<file path="src/logic/rail_seq_map.svh">
// Register offsets, reset values and timing constants of the rail sequencer.
`ifndef RAIL_SEQ_MAP_SVH
`define RAIL_SEQ_MAP_SVH

`define BOOST_CTRL_OFS 8'h08
`define FIRST_BUCK_DELAY_OFS 8'h09
`define SECOND_BUCK_DELAY_OFS 8'h0A
`define BOOST_DELAY_OFS 8'h0B

`define BOOST_CTRL_RST 8'h08
`define DELAY_RST 8'h00
`define UNMAPPED_READ 8'h00

`define GATE_NONE 2'h0
`define GATE_PIN_ONE 2'h1
`define GATE_PIN_TWO 2'h2
`define GATE_PIN_THREE 2'h3

`define RAIL_FIRST_BUCK 0
`define RAIL_SECOND_BUCK 1
`define RAIL_BOOST 2
`define RAIL_COUNT 3

`define STEP_TIME_US 500
`define CLK_FREQ_MHZ 100
`define DELAY_CODE_ZERO 4'h0
`define STEPS_ZERO 5'h00
`define STEPS_ONE 5'h01

`endif

</file>
<file path="src/logic/rail_seq_pkg.sv">
// Types shared by the rail sequencer.
package rail_seq_pkg;

    typedef struct packed {
        logic [1:0] voltage_select;
        logic reserved_hi;
        logic reserved_lo;
        logic discharge_enable;
        logic [1:0] pin_gating_select;
        logic boost_on_bit;
    } boost_ctrl_t;

    typedef struct packed {
        logic [3:0] off_code;
        logic [3:0] on_code;
    } delay_fields_t;

    typedef enum logic [1:0] {
        RAIL_OFF = 2'b00,
        RAIL_WAIT_ON = 2'b01,
        RAIL_ON = 2'b11,
        RAIL_WAIT_OFF = 2'b10
    } rail_state_t;

endpackage

</file>
<file path="src/logic/rail_enable_delay_sequencer.sv">
// Boost control register and start-up/shut-down delay sequencing of three rails.
`include "rail_seq_map.svh"

// Behaviour
// - Boost voltage from bits 7:6, four levels.
// - Discharge resistor on while boost off, if enabled.
// - Gating select ANDs boost bit with chosen pin.
// - Boost runs when gated control is asserted.
// - Start-up delay after rising control edge.
// - Shut-down delay after falling control edge.
// - Step 0.5 ms, or 1 ms when doubled.
// - Defaults loaded from programmable memory after reset, except the discharge enable bit and reserved bits 5:4.
module rail_enable_delay_sequencer
    import rail_seq_pkg::*;
#(
    parameter int STEP_CYCLES = `STEP_TIME_US * `CLK_FREQ_MHZ
) (
    // Clock and reset
    input wire logic core_clk,
    input wire logic resetn,
    // Register port of the serial interface
    input wire logic reg_write,
    input wire logic reg_read,
    input wire logic [7:0] reg_addr,
    input wire logic [7:0] reg_wdata,
    output logic [7:0] reg_rdata,
    output logic reg_rvalid,
    // Programmed defaults
    input wire logic [7:0] otp_boost_ctrl,
    input wire logic [7:0] otp_first_buck_delay,
    input wire logic [7:0] otp_second_buck_delay,
    input wire logic [7:0] otp_boost_delay,
    // Configuration and rail control
    input wire logic delay_step_double,
    input wire logic first_buck_ctrl,
    input wire logic second_buck_ctrl,
    // Enable pins
    input wire logic enable_input_one,
    input wire logic enable_input_two,
    input wire logic enable_input_three,
    // Rail outputs
    output logic [2:0] rail_on,
    output logic [1:0] boost_voltage_select,
    output logic boost_discharge_on
);

    boost_ctrl_t boost_ctrl_reg, boost_ctrl_next;
    delay_fields_t delay_reg [`RAIL_COUNT];
    delay_fields_t delay_next [`RAIL_COUNT];
    logic load_pending_reg, load_pending_next;
    logic [7:0] reg_rdata_reg, reg_rdata_next;
    logic reg_rvalid_reg, reg_rvalid_next;
    logic [2:0] pin_meta_reg, pin_sync_reg;
    logic boost_gate;
    logic boost_level;
    logic [2:0] rail_ctrl;
    rail_state_t state_reg [`RAIL_COUNT];
    rail_state_t state_next [`RAIL_COUNT];
    logic [31:0] pre_reg [`RAIL_COUNT];
    logic [31:0] pre_next [`RAIL_COUNT];
    logic [4:0] steps_reg [`RAIL_COUNT];
    logic [4:0] steps_next [`RAIL_COUNT];
    logic discharge_reg, discharge_next;
    logic rail_on_next [`RAIL_COUNT];
    boost_ctrl_t otp_ctrl;

    assign otp_ctrl = otp_boost_ctrl;

    // Pins are asynchronous to core_clk.
    always_ff @(posedge core_clk or negedge resetn) begin
        if (!resetn) begin
            pin_meta_reg <= 3'h0;
            pin_sync_reg <= 3'h0;
        end else begin
            pin_meta_reg <= {enable_input_three, enable_input_two, enable_input_one};
            pin_sync_reg <= pin_meta_reg;
        end
    end

    // Register file; the programmed defaults are taken on the first edge after release,
    // since an asynchronous reset may only load constants.
    always_comb begin
        boost_ctrl_next = boost_ctrl_reg;
        delay_next = delay_reg;
        load_pending_next = 1'b0;
        reg_rdata_next = reg_rdata_reg;
        reg_rvalid_next = reg_read;
        if (load_pending_reg) begin
            boost_ctrl_next.voltage_select = otp_ctrl.voltage_select;
            boost_ctrl_next.pin_gating_select = otp_ctrl.pin_gating_select;
            boost_ctrl_next.boost_on_bit = otp_ctrl.boost_on_bit;
            delay_next[`RAIL_FIRST_BUCK] = otp_first_buck_delay;
            delay_next[`RAIL_SECOND_BUCK] = otp_second_buck_delay;
            delay_next[`RAIL_BOOST] = otp_boost_delay;
        end else if (reg_write) begin
            if (reg_addr == `BOOST_CTRL_OFS) begin
                boost_ctrl_next = reg_wdata;
            end else if (reg_addr == `FIRST_BUCK_DELAY_OFS) begin
                delay_next[`RAIL_FIRST_BUCK] = reg_wdata;
            end else if (reg_addr == `SECOND_BUCK_DELAY_OFS) begin
                delay_next[`RAIL_SECOND_BUCK] = reg_wdata;
            end else if (reg_addr == `BOOST_DELAY_OFS) begin
                delay_next[`RAIL_BOOST] = reg_wdata;
            end
        end
        if (reg_read) begin
            if (reg_addr == `BOOST_CTRL_OFS) begin
                reg_rdata_next = boost_ctrl_reg;
            end else if (reg_addr == `FIRST_BUCK_DELAY_OFS) begin
                reg_rdata_next = delay_reg[`RAIL_FIRST_BUCK];
            end else if (reg_addr == `SECOND_BUCK_DELAY_OFS) begin
                reg_rdata_next = delay_reg[`RAIL_SECOND_BUCK];
            end else if (reg_addr == `BOOST_DELAY_OFS) begin
                reg_rdata_next = delay_reg[`RAIL_BOOST];
            end else begin
                reg_rdata_next = `UNMAPPED_READ;
            end
        end
    end

    always_ff @(posedge core_clk or negedge resetn) begin
        if (!resetn) begin
            boost_ctrl_reg <= `BOOST_CTRL_RST;
            for (int i = 0; i < `RAIL_COUNT; i++) begin
                delay_reg[i] <= `DELAY_RST;
            end
            load_pending_reg <= 1'b1;
            reg_rdata_reg <= `UNMAPPED_READ;
            reg_rvalid_reg <= 1'b0;
        end else begin
            boost_ctrl_reg <= boost_ctrl_next;
            delay_reg <= delay_next;
            load_pending_reg <= load_pending_next;
            reg_rdata_reg <= reg_rdata_next;
            reg_rvalid_reg <= reg_rvalid_next;
        end
    end

    // Boost control signal after optional pin gating.
    always_comb begin
        case (boost_ctrl_reg.pin_gating_select)
            `GATE_PIN_ONE: boost_gate = pin_sync_reg[0];
            `GATE_PIN_TWO: boost_gate = pin_sync_reg[1];
            `GATE_PIN_THREE: boost_gate = pin_sync_reg[2];
            default: boost_gate = 1'b1;
        endcase
        boost_level = boost_ctrl_reg.boost_on_bit & boost_gate;
        rail_ctrl = {boost_level, second_buck_ctrl, first_buck_ctrl};
    end

    // Per-rail delay timers.
    generate
        for (genvar r = 0; r < `RAIL_COUNT; r++) begin : g_rail
            logic [4:0] on_steps, off_steps;
            logic step_done;
            always_comb begin
                // Doubling the step is done by counting twice as many half steps.
                on_steps = delay_step_double ? {delay_reg[r].on_code, 1'b0}
                                             : {1'b0, delay_reg[r].on_code};
                off_steps = delay_step_double ? {delay_reg[r].off_code, 1'b0}
                                              : {1'b0, delay_reg[r].off_code};
                step_done = (pre_reg[r] == 32'(STEP_CYCLES - 1));
                state_next[r] = state_reg[r];
                pre_next[r] = pre_reg[r];
                steps_next[r] = steps_reg[r];
                case (state_reg[r])
                    RAIL_OFF: begin
                        if (rail_ctrl[r]) begin
                            pre_next[r] = 32'h0;
                            steps_next[r] = on_steps;
                            state_next[r] = (on_steps == `STEPS_ZERO) ? RAIL_ON
                                                                      : RAIL_WAIT_ON;
                        end
                    end
                    RAIL_WAIT_ON: begin
                        if (!rail_ctrl[r]) begin
                            state_next[r] = RAIL_OFF;
                        end else if (step_done) begin
                            pre_next[r] = 32'h0;
                            steps_next[r] = steps_reg[r] - `STEPS_ONE;
                            if (steps_reg[r] == `STEPS_ONE) begin
                                state_next[r] = RAIL_ON;
                            end
                        end else begin
                            pre_next[r] = pre_reg[r] + 32'h1;
                        end
                    end
                    RAIL_ON: begin
                        if (!rail_ctrl[r]) begin
                            pre_next[r] = 32'h0;
                            steps_next[r] = off_steps;
                            state_next[r] = (off_steps == `STEPS_ZERO) ? RAIL_OFF
                                                                       : RAIL_WAIT_OFF;
                        end
                    end
                    default: begin
                        if (rail_ctrl[r]) begin
                            state_next[r] = RAIL_ON;
                        end else if (step_done) begin
                            pre_next[r] = 32'h0;
                            steps_next[r] = steps_reg[r] - `STEPS_ONE;
                            if (steps_reg[r] == `STEPS_ONE) begin
                                state_next[r] = RAIL_OFF;
                            end
                        end else begin
                            pre_next[r] = pre_reg[r] + 32'h1;
                        end
                    end
                endcase
                rail_on_next[r] = state_next[r][1];
            end
            always_ff @(posedge core_clk or negedge resetn) begin
                if (!resetn) begin
                    state_reg[r] <= RAIL_OFF;
                    pre_reg[r] <= 32'h0;
                    steps_reg[r] <= `STEPS_ZERO;
                end else begin
                    state_reg[r] <= state_next[r];
                    pre_reg[r] <= pre_next[r];
                    steps_reg[r] <= steps_next[r];
                end
            end
        end
    endgenerate

    // Discharge is registered from the next rail state so it never overlaps a running boost.
    always_comb begin
        discharge_next = boost_ctrl_reg.discharge_enable & ~rail_on_next[`RAIL_BOOST];
    end

    always_ff @(posedge core_clk or negedge resetn) begin
        if (!resetn) begin
            discharge_reg <= 1'b1;
        end else begin
            discharge_reg <= discharge_next;
        end
    end

    assign rail_on = {state_reg[2][1], state_reg[1][1], state_reg[0][1]};
    assign boost_voltage_select = boost_ctrl_reg.voltage_select;
    assign boost_discharge_on = discharge_reg;
    assign reg_rdata = reg_rdata_reg;
    assign reg_rvalid = reg_rvalid_reg;
endmodule

</file>
<file path="config.mk">
export PLATFORM = sky130hd
export DESIGN_NAME = rail_enable_delay_sequencer
export DESIGN_NICKNAME = d
export VERILOG_FILES = /design/src/logic/rail_seq_pkg.sv /design/src/logic/rail_enable_delay_sequencer.sv
export VERILOG_INCLUDE_DIRS = /design/src /design/src/logic
export SDC_FILE = /design/constraint.sdc
export NUM_CORES = 1
export LEC_CHECK = 0
export ABC_AREA = 1
export BUFFER_PORTS_ARGS = -buffer_cell sky130_fd_sc_hd__buf_2
export CAP_MARGIN = 20
export CORE_MARGIN = 3
export CORE_UTILIZATION = 35
export CTS_CLUSTER_DIAMETER = 50
export DETAILED_ROUTE_END_ITERATION = 6
export PLACE_DENSITY_LB_ADDON = 0.05
export SETUP_SLACK_MARGIN = 0.4
export SYNTH_ARGS = -nofsm -noshare
export SYNTH_HDL_FRONTEND = slang
export SYNTH_SLANG_ARGS = --single-unit
</file>
<file path="constraint.sdc">
create_clock -name core_clk -period 4.27 [get_ports core_clk]
set_input_delay 0.6405 -clock core_clk [delete_from_list [all_inputs] [get_ports core_clk]]
set_output_delay 0.6405 -clock core_clk [all_outputs]
set_load 0.005 [all_outputs]
</file>
==> results.ini, run 1 <==
[logic_synthesis]
synth_mux_area_frac=0
synth_fa_ha_area_frac=0.0217
synthCells=1605
yosys_warnings=0
synth.distinct_cells=55
synth_compound_area_frac=0.0978
synth_area_leaders=dfrtp_1 37%, nand2_1 17%, nor2_1 7.6%, nand3_1 6.0%, inv_1 5.8%
synth_flop_cell=dfrtp_1
ys_seq_area_frac=0.380
synth.ff_latch_count=166
async_reset_ff_frac=1.00
synth_edf_count=0
netlist_area_um2=10900
synth_top_family_by_area=simple AND/OR/NAND/NOR gates
synth_simple_gate_area_frac=0.388
syn_avg_cell_area_um2=6.82
synth_nets=1682
yosys.area.top_type=dfrtp_1
synth.top_cell.area_share=0.373
synth-xor-area-share=0.0280

[power]
p_int_uw=3190
clkPwrFrac=0.305
p_sw_frac=0.409
pwr-share-seq=0.348
p_sw_uw=2200
ir_drop_mv=0.318
p_comb_frac=0.347
leakagePower_uw=0.00556
power_density_nw_per_um2=442
power_uw=5390

[global_route]
gr-total-overflow=0
antenna_found_initial=0
grt_pass1_wl_um=51800
grtUsageTotal=0.189
first_global_vias=9998
grt_max_degree=97

[die]
rows=64
io_pins=73
fp.dieW_um=183
start_util=0.357
coreArea_um2=30700
die_h_um=183
dieArea_um2=33400

[cells_and_area]
diodes=0
num-nets-final=1733
multi_input_area_um2=5860
drive_gt1_frac=0.0911
utilization=0.397
largest_reg_flops=96
fillerInstances=3307
regArea_um2=4160
syn_to_final_growth_pct=11.4

[worst_setup_path]
reg2regPathDepth=9
rr_endpoint=pre_reg[53]
crit_type=reg -> reg
crit_slowest_cell=nand2_1
required_ns=4.60
path_delay_family=buffers and inverters
cpPeakStageDelay_ns=0.54
end_kind=flip-flop
critPathLaunchType=flip-flop
reg2reg_from=rail_on[1]
path_buf_inv=3
critPathArrivalTime_ns=2.83
rrSetupSlack_ns=1.77
crit_chain=ha_1, inv_1, nand2_1, o21bai_1, nand2_1, inv_1, a21oi_2, buf_4, nor2_1
crit_fanout=22

[detailed_routing]
wl_met2_um=13500
via_per_inst=5.00
drc=0
wl_per_cell_um=14.9
met3_length_um=1320
drtPass1Iterations=5
ant_nets=0
num_vias=10327
m1WireLength_um=15500
drt_wl_total_um=30800
top_layer=met4
drt-initial-drc-count=681

[timing]
max_freq_mhz=400
period_share=0.585
final_hold_viol_count=0
worst_pin_slew_ns=0.733
rsz0062_at_grt=false
slew_headroom=0.510
finalClockSkew_ns=0.0128
setup_tns_ns=0
fin_crit_ns=2.50
final.setup.worst_slack_ns=1.77
finalSetupViolations=0
slew_violations=0

[clock_network]
cts_tree=done
cts.sinks=166
hold_buffers=0
clk_pin_slew_ns=0.08
clk_latency_ns=0.45
post-cts-setup-buffer-count=0
cts_resized=0
htree_levels=4
numCtsBuffers=17
root_buffer=clkbuf_16
clockBufferDepth=2

[placed_design]
gp_congestion=0.855
place_ws_ns=1.67
port_buffers=69
hpwl_um=22600

[worst_hold_path]
min_path_type=in -> async

[job]
maxCapViolations=0

[status]
status=completed

## layout make-up
class / instances / share of cell area
multi-input cells: 1220 / 0.481
flip-flops and latches: 166 / 0.341
inverters: 177 / 0.0547
well taps: 396 / 0.0407
clock buffers: 18 / 0.0352
repair buffers: 74 / 0.0330
clock inverters: 14 / 0.0143
## Yosys cell counts, types with 3 or more instances
cell / n
o21bai_1: 5
nor2_2: 10
buf_6: 4
inv_1: 169
nand3_1: 132
a21oi_1: 25
inv_2: 6
xor2_1: 33
nor4_1: 3
a31oi_1: 24
nand2_1: 487
o21ai_1: 15
dfstp_2: 3
o21ai_0: 71
nand4_1: 46
dfrtp_1: 163
nand2_4: 3
buf_2: 13
nand3_2: 4
nor2_1: 221
clkbuf_1: 12
o2111ai_1: 3
nand2_2: 3
buf_4: 8
nor3_1: 63
a31oi_2: 4
ha_1: 19
o22ai_1: 5
o211ai_1: 14
or2_2: 3
## placed cells by master, fill, tap and decap left out, types with 4 or more instances in the layout
cell type	count
a21oi_1	25
a31oi_1	24
a31oi_2	4
buf_2	68
buf_4	4
clkbuf_16	17
clkinvlp_4	4
dfrtp_1	163
ha_1	19
inv_1	169
inv_2	6
nand2_1	487
nand3_1	132
nand3_2	4
nand4_1	46
nor2_1	221
nor2_2	10
nor3_1	63
o211ai_1	14
o21ai_0	71
o21ai_1	15
o21bai_1	5
o22ai_1	5
xor2_1	33
## power by group through the flow
stage,Combinational [uW],Sequential [uW],Clock (uW)
5_1_grt,2170,1900,1750
4_1_cts,1910,1880,1690
6_report,1870,1880,1640
3_5_place_dp,1910,1910,0
3_3_place_gp,1900,1910,0
2_1_floorplan,1470,1860,0
## per-stage QoR
step / instances / hold slack, ns / cell area [um2]
finish: 2065 / 0.207 / 12200
global route: 2065 / 0.261 / 12200
CTS: 2065 / 0.248 / 12200
detailed placement: 2033 / 0.336 / 11600
global placement: 2033 / 0.332 / 11600
floorplan: 1605 / 0.331 / 10900
## worst register-to-register path, stage by stage (launching register included)
cell and delay (ns):
dfrtp_1 0.40, ha_1 0.23, inv_1 0.11, nand2_1 0.07, o21bai_1 0.15, nand2_1 0.54, inv_1 0.31, a21oi_2 0.18
buf_4 0.30, nor2_1 0.09
## worst max-delay path by stage
stage	to	slack [ns]	startpoint	depth (start not counted)
after detailed placement	pre_reg[53]	1.67	second_buck_ctrl	8
after CTS	pre_reg[53]	1.74	rail_on[1]	9
after floorplan	delay_reg[11]	2.52	reg_addr[2]	8
after global placement	pre_reg[46]	1.73	second_buck_ctrl	8
after global routing	pre_reg[46]	1.47	rail_on[1]	9
final	pre_reg[53]	1.77	rail_on[1]	9
## cells by family after synthesis
kind of cell / after synthesis
buf+inv: 219
fa+ha+maj: 19
xor+xnor: 35
flops: 166
other cells: 1
compound gates: 178
simple gates: 987
## per-layer routing
metal / vias to the layer above / track usage
li1: 5320 / -
met5: - / 0
met4: 0 / 0.0417
met2: 211 / 0.294
met3: 31 / 0.0349
met1: 4765 / 0.277
No activity file was read; power rests on OpenSTA's default activity.
==> run 2, diff against run 1 <==
- clock period: 4.27 -> 2.09 ns (I/O delays scaled with it)
==> run 2 against run 1 <==
Hold slack worse by 0.11 ns. Clock-buffer cell count is the same. Sequential power is 110% higher. Largest cell class unchanged. Flip-flop and latch count unchanged. Cell count rose by 4.6%.
==> results.ini, run 2 (same netlist as run 1, synthesis figures left out) <==
[status]
status=completed

[timing]
slew_headroom=0.628  ; +0.117
period_share=0.847  ; +0.262
final_hold_viol_count=0  ; unchanged
slew_violations=0  ; unchanged
finalSetupViolations=0  ; unchanged
rsz0062_at_grt=true
setup_tns_ns=0  ; unchanged
worst_pin_slew_ns=0.558  ; -0.175 ns
fin_crit_ns=1.77  ; -0.729 ns
finalClockSkew_ns=0.0179  ; +0.00503 ns
max_freq_mhz=565  ; +41%
final.setup.worst_slack_ns=0.320  ; -1.45 ns

[clock_network]
clk_latency_ns=0.45  ; about the same
clk_pin_slew_ns=0.07  ; about the same
cts.sinks=166  ; unchanged
cts_tree=done
root_buffer=clkbuf_16
htree_levels=4  ; unchanged
numCtsBuffers=17  ; unchanged
clockBufferDepth=2  ; unchanged

[job]
maxCapViolations=0  ; unchanged

[worst_setup_path]
critPathArrivalTime_ns=2.11  ; -0.72 ns
crit_slowest_cell=dfrtp_1
reg2regPathDepth=11  ; +2
reg2reg_from=pre_reg[65]
critPathLaunchType=flip-flop
crit_start=pre_reg[65]
cp.depth=11  ; +2
path_buf_inv=2  ; -1
end_kind=flip-flop
crit_chain=ha_2, nand2_2, nor2_4, nand3_2, nor2_4, nand2_2, nand2_4, nand2_8, buf_12, clkinv_16, nor2_1
required_ns=2.43  ; -2.17 ns
path_delay_family=simple AND/OR/NAND/NOR gates
crit_type=reg -> reg
crit_fanout=8  ; -64%
cpPeakStageDelay_ns=0.38  ; -0.16 ns

[power]
p_comb_frac=0.495  ; +0.148
leakagePower_uw=0.00649  ; +17%
p_sw_uw=5900  ; +170%
clkPwrFrac=0.234  ; -0.071
p_sw_frac=0.413  ; +0.00420
power_density_nw_per_um2=985  ; +120%
ir_drop_mv=0.705  ; +120%
pwr-share-seq=0.270  ; -0.078
p_int_uw=8380  ; +160%

[placed_design]
place_ws_ns=0.0301  ; -1.64 ns
port_buffers=69  ; unchanged
hpwl_um=23300  ; +2.8%
gp_congestion=0.902  ; +5.5%
place_inst=2053  ; +0.98%

[global_route]
met3_usage=0.0331  ; -0.00179
first_global_vias=10394  ; +4.0%
grt_max_degree=81  ; -16%
busiest_layer=met2
gr-usage-met1=0.282  ; +0.00484
grtUsageTotal=0.196  ; +0.00695
grt_pass1_wl_um=53500  ; +3.3%
gr-total-overflow=0  ; unchanged
antenna_found_initial=0  ; unchanged
grt_use_met2=0.312  ; +0.0189

[die]
coreArea_um2=30700  ; unchanged
rows=64  ; unchanged
start_util=0.357  ; unchanged
io_pins=73  ; unchanged
die_h_um=183  ; unchanged
fp.dieW_um=183  ; unchanged
dieArea_um2=33400  ; unchanged

[cells_and_area]
utilization=0.472  ; +0.0751
drive_gt1_frac=0.269  ; +0.178
largest_reg_flops=96  ; unchanged
mostFrequentLayoutCells=422 x nand2_1, 174 x nor2_1, 154 x dfrtp_1, 143 x inv_1, 114 x nand3_1
syn_to_final_growth_pct=32.4
final_common_cell=nand2_1
layout.cells.non_filler=2159  ; +4.6%
num-nets-final=1827  ; +5.4%
diodes=0  ; unchanged

[detailed_routing]
wl_per_cell_um=15.7  ; +5.0%
drc=0  ; unchanged
drtPass1Iterations=7  ; +2
via_per_inst=5.06  ; +1.1%
drt-initial-drc-count=702  ; +3.1%
num_vias=10915  ; +5.7%
drt_wl_total_um=33800  ; +9.8%
ant_nets=0  ; unchanged

[worst_hold_path]
min_path_type=in -> reg
whs_path_depth=3
worstHoldStart=otp_boost_ctrl[6]

[run 2: power by group through the flow]
stage	Sequential, uW	Clock, uW	Combinational, uW
2_1_floorplan	3800	0	3000
3_3_place_gp	3890	0	4250
3_5_place_dp	3890	0	4260
4_1_cts	3830	3440	5240
5_1_grt	3910	3570	7760
6_report	3860	3340	7070
[run 2: cell type report]
class | instances | area (um2)
inverter | 177 | 719
clock inverter | 14 | 163
sequential | 166 | 4170
timing repair inverter | 1 | 30.0
clock buffer | 18 | 439
timing repair buffer | 165 | 1440
tap | 396 | 495
multi-input combinational | 1222 | 7040
fill | 3106 | 16200
[run 2: worst min-delay path: stages]
cell	delay [ns]
buf_2	0.08
nand2_1	0.04
o211ai_1	0.08
[run 2: final timing paths]
check | to | slack (ns)
worst max-delay path | pre_reg[87] | 0.32
worst min-delay path | boost_voltage_select[0] | 0.1
worst max register to register | pre_reg[87] | 0.32
worst min register to register | pin_sync_reg[1] | 0.35
max in group asynchronous | boost_ctrl_reg[1] | 1.09
min in group asynchronous | pre_reg[76] | 0.26
[run 2: per-stage QoR]
stage / power (uW) / hold slack, ns / area (um2)
finish: 14300 / 0.0991 / 14500
floorplan: 6810 / 0.0179 / 10900
CTS: 12500 / 0.0827 / 13100
detailed placement: 8150 / 0.161 / 11800
global placement: 8140 / 0.161 / 11800
global route: 15200 / 0.102 / 14500
[run 2: repair_timing]
item                                    4_1_cts  5_1_grt
hold buffers                                  4        0
resized for setup                            88      297
setup buffers                                26       32
endpoints found under the setup margin      103      118
hold endpoints to repair                     15        0
pin swaps                                    17       64
cloned                                        4        8
[run 2: layer usage]
metal  vias up  share of wire
met4         0          0.014
met5         -              0
met2       183           0.46
li1       5517              -
met3        36          0.031
met1      5179           0.50
==> run 3, diff against run 2 <==
- clock period: 2.09 -> 1.8 ns (I/O delays scaled with it)
==> run 3 against run 2 <==
Register-to-register slack worse by 0.30 ns. Flip-flop and latch count stayed put. Sequential share of layout area is 2.8 points lower. Hold slack worse by 0.046 ns. First-iteration DRC count is 11% lower. Combinational power is 49% higher. Largest cell class unchanged. Global-route usage is 1.6 points higher. Critical path depth is 2 lower. Cell count is 4.4% higher.
==> results.ini, run 3 (same netlist as run 1, synthesis figures left out) <==
[worst_hold_path]
min_path_type=in -> reg
whs_path_depth=3  ; unchanged
worstHoldStart=otp_boost_ctrl[6]

[clock_network]
clk_pin_slew_ns=0.07  ; about the same
numCtsBuffers=17  ; unchanged
root_buffer=clkbuf_16
clockBufferDepth=2  ; unchanged
cts_tree=done
cts.sinks=166  ; unchanged
htree_levels=4  ; unchanged
clk_latency_ns=0.45  ; about the same

[global_route]
grtUsageTotal=0.213  ; +0.0163
first_global_vias=11256  ; +8.3%
antenna_found_initial=0  ; unchanged
grt_max_degree=50  ; -38%
gr-total-overflow=0  ; unchanged
grt_pass1_wl_um=57600  ; +7.8%

[timing]
finalSetupViolations=0  ; unchanged
fin_hold_ws_ns=0.0528  ; -0.0463 ns
rsz0062_at_grt=true
setup_tns_ns=0  ; unchanged
max_freq_mhz=563  ; -0.33%
period_share=0.987  ; +0.140
final_hold_viol_count=0  ; unchanged
finalClockSkew_ns=0.0125  ; -0.00537 ns
final.setup.worst_slack_ns=0.0239  ; -0.296 ns
slew_violations=0  ; unchanged
fin_crit_ns=1.78  ; +0.00589 ns

[worst_setup_path]
required_ns=2.14  ; -0.29 ns
reg2regPathDepth=9  ; -2
cpPeakStageDelay_ns=0.41  ; +0.03 ns
cp.depth=9  ; -2
path_common_cell=inv_2
crit_fanout=5  ; -3
reg2reg_from=rail_on[1]
critPathLaunchType=flip-flop
crit_start=rail_on[1]
crit_slowest_cell=dfrtp_1
path_delay_family=simple AND/OR/NAND/NOR gates
critPathArrivalTime_ns=2.12  ; about the same
path_buf_inv=3  ; +1
crit_type=reg -> reg
crit_chain=inv_2, ha_4, inv_2, nand3b_1, nand2_8, buf_12, nand4_1, xor2_2, nor2_4
end_kind=flip-flop

[detailed_routing]
drc=0  ; unchanged
drt-initial-drc-count=623  ; -11%
wl_per_cell_um=15.9  ; +1.7%
drt_wl_total_um=35900  ; +6.1%
via_per_inst=5.08  ; +0.45%
drtPass1Iterations=5  ; -2
ant_nets=0  ; unchanged
num_vias=11442  ; +4.8%

[power]
leakagePower_uw=0.00725  ; +12%
p_comb_frac=0.557  ; +0.062
p_sw_uw=7750  ; +31%
clkPwrFrac=0.203  ; -0.031
p_sw_frac=0.412  ; -0.00124
ir_drop_mv=1.08  ; +54%
power_density_nw_per_um2=1170  ; +19%
pwr-share-seq=0.240  ; -0.030
p_int_uw=11100  ; +32%

[die]
die_h_um=183  ; unchanged
coreArea_um2=30700  ; unchanged
start_util=0.357  ; unchanged
dieArea_um2=33400  ; unchanged
fp.dieW_um=183  ; unchanged
io_pins=73  ; unchanged
rows=64  ; unchanged

[status]
status=completed

[cells_and_area]
num-nets-final=1921  ; +5.1%
mostFrequentLayoutCells=383 x nand2_1, 155 x nor2_1, 144 x dfrtp_1, 130 x inv_1, 107 x buf_4
drive_gt1_frac=0.375  ; +0.106
utilization=0.525  ; +0.0530
largest_reg_flops=96  ; unchanged
diodes=0  ; unchanged
final_common_cell=nand2_1
syn_to_final_growth_pct=47.3

[placed_design]
hpwl_um=24000  ; +3.2%
place_ws_ns=-0.00304  ; -0.0332 ns
port_buffers=69  ; unchanged
gp_congestion=0.883  ; -2.1%

[job]
maxCapViolations=0  ; unchanged

## run 3: power groups by stage
stage | Clock, uW | Combinational, uW | Sequential, uW
after global routing | 4100 | 11300 | 4570
final | 3820 | 10500 | 4510
after detailed placement | 0 | 5520 | 4520
after global placement | 0 | 5490 | 4520
after CTS | 3960 | 8670 | 4460
after floorplan | 0 | 4180 | 4440
## run 3: layer usage
metal,global-route usage,vias up,share of wire
li1,-,5722,-
met1,0.293,5454,0.46
met2,0.353,235,0.49
met3,0.0367,31,0.036
met4,0.0466,0,0.012
met5,0,-,0
## run 3: area by class of cell
cell class	count	area (um2)
Clock buffer	20	457
Timing Repair inverter	4	63.8
Tap cell	396	495
Sequential cell	166	4180
Inverter	177	748
Multi-Input combinational cell	1222	7590
Timing Repair Buffer	256	2430
Fill cell	3018	14600
Clock inverter	12	141
## run 3: stage by stage
| step | instances | area, um2 | power (uW) |
|---|---|---|---|
| global route | 2253 | 16100 | 20000 |
| global placement | 2105 | 12400 | 10000 |
| CTS | 2219 | 14600 | 17100 |
| finish | 2253 | 16100 | 18800 |
| floorplan | 1605 | 11300 | 8610 |
| detailed placement | 2105 | 12400 | 10000 |
## run 3: worst min-delay path: cells and delay by family
family                 cells  cell delay [ns]
buffers and inverters      1             0.07
AO/OA/AOI/OAI              1             0.08
AND/OR/NAND/NOR            1             0.04
## run 3: worst paths after layout
| kind | to | slack, ns |
|---|---|---|
| setup reg to reg | pre_reg[59] | 0.02 |
| max in group asynchronous | boost_discharge_on | 0.88 |
| hold reg to reg | pin_sync_reg[2] | 0.35 |
| setup / recovery | pre_reg[59] | 0.02 |
| hold / removal | boost_voltage_select[0] | 0.05 |
| min in group asynchronous | pre_reg[82] | 0.28 |
## run 3: timing repair
item	in CTS	in global routing
endpoints found under the hold margin	27	0
gates resized for setup	207	326
pin swaps	60	89
hold buffers	4	0
buffers inserted	65	30
cloned	13	4
setup endpoints to repair	130	126
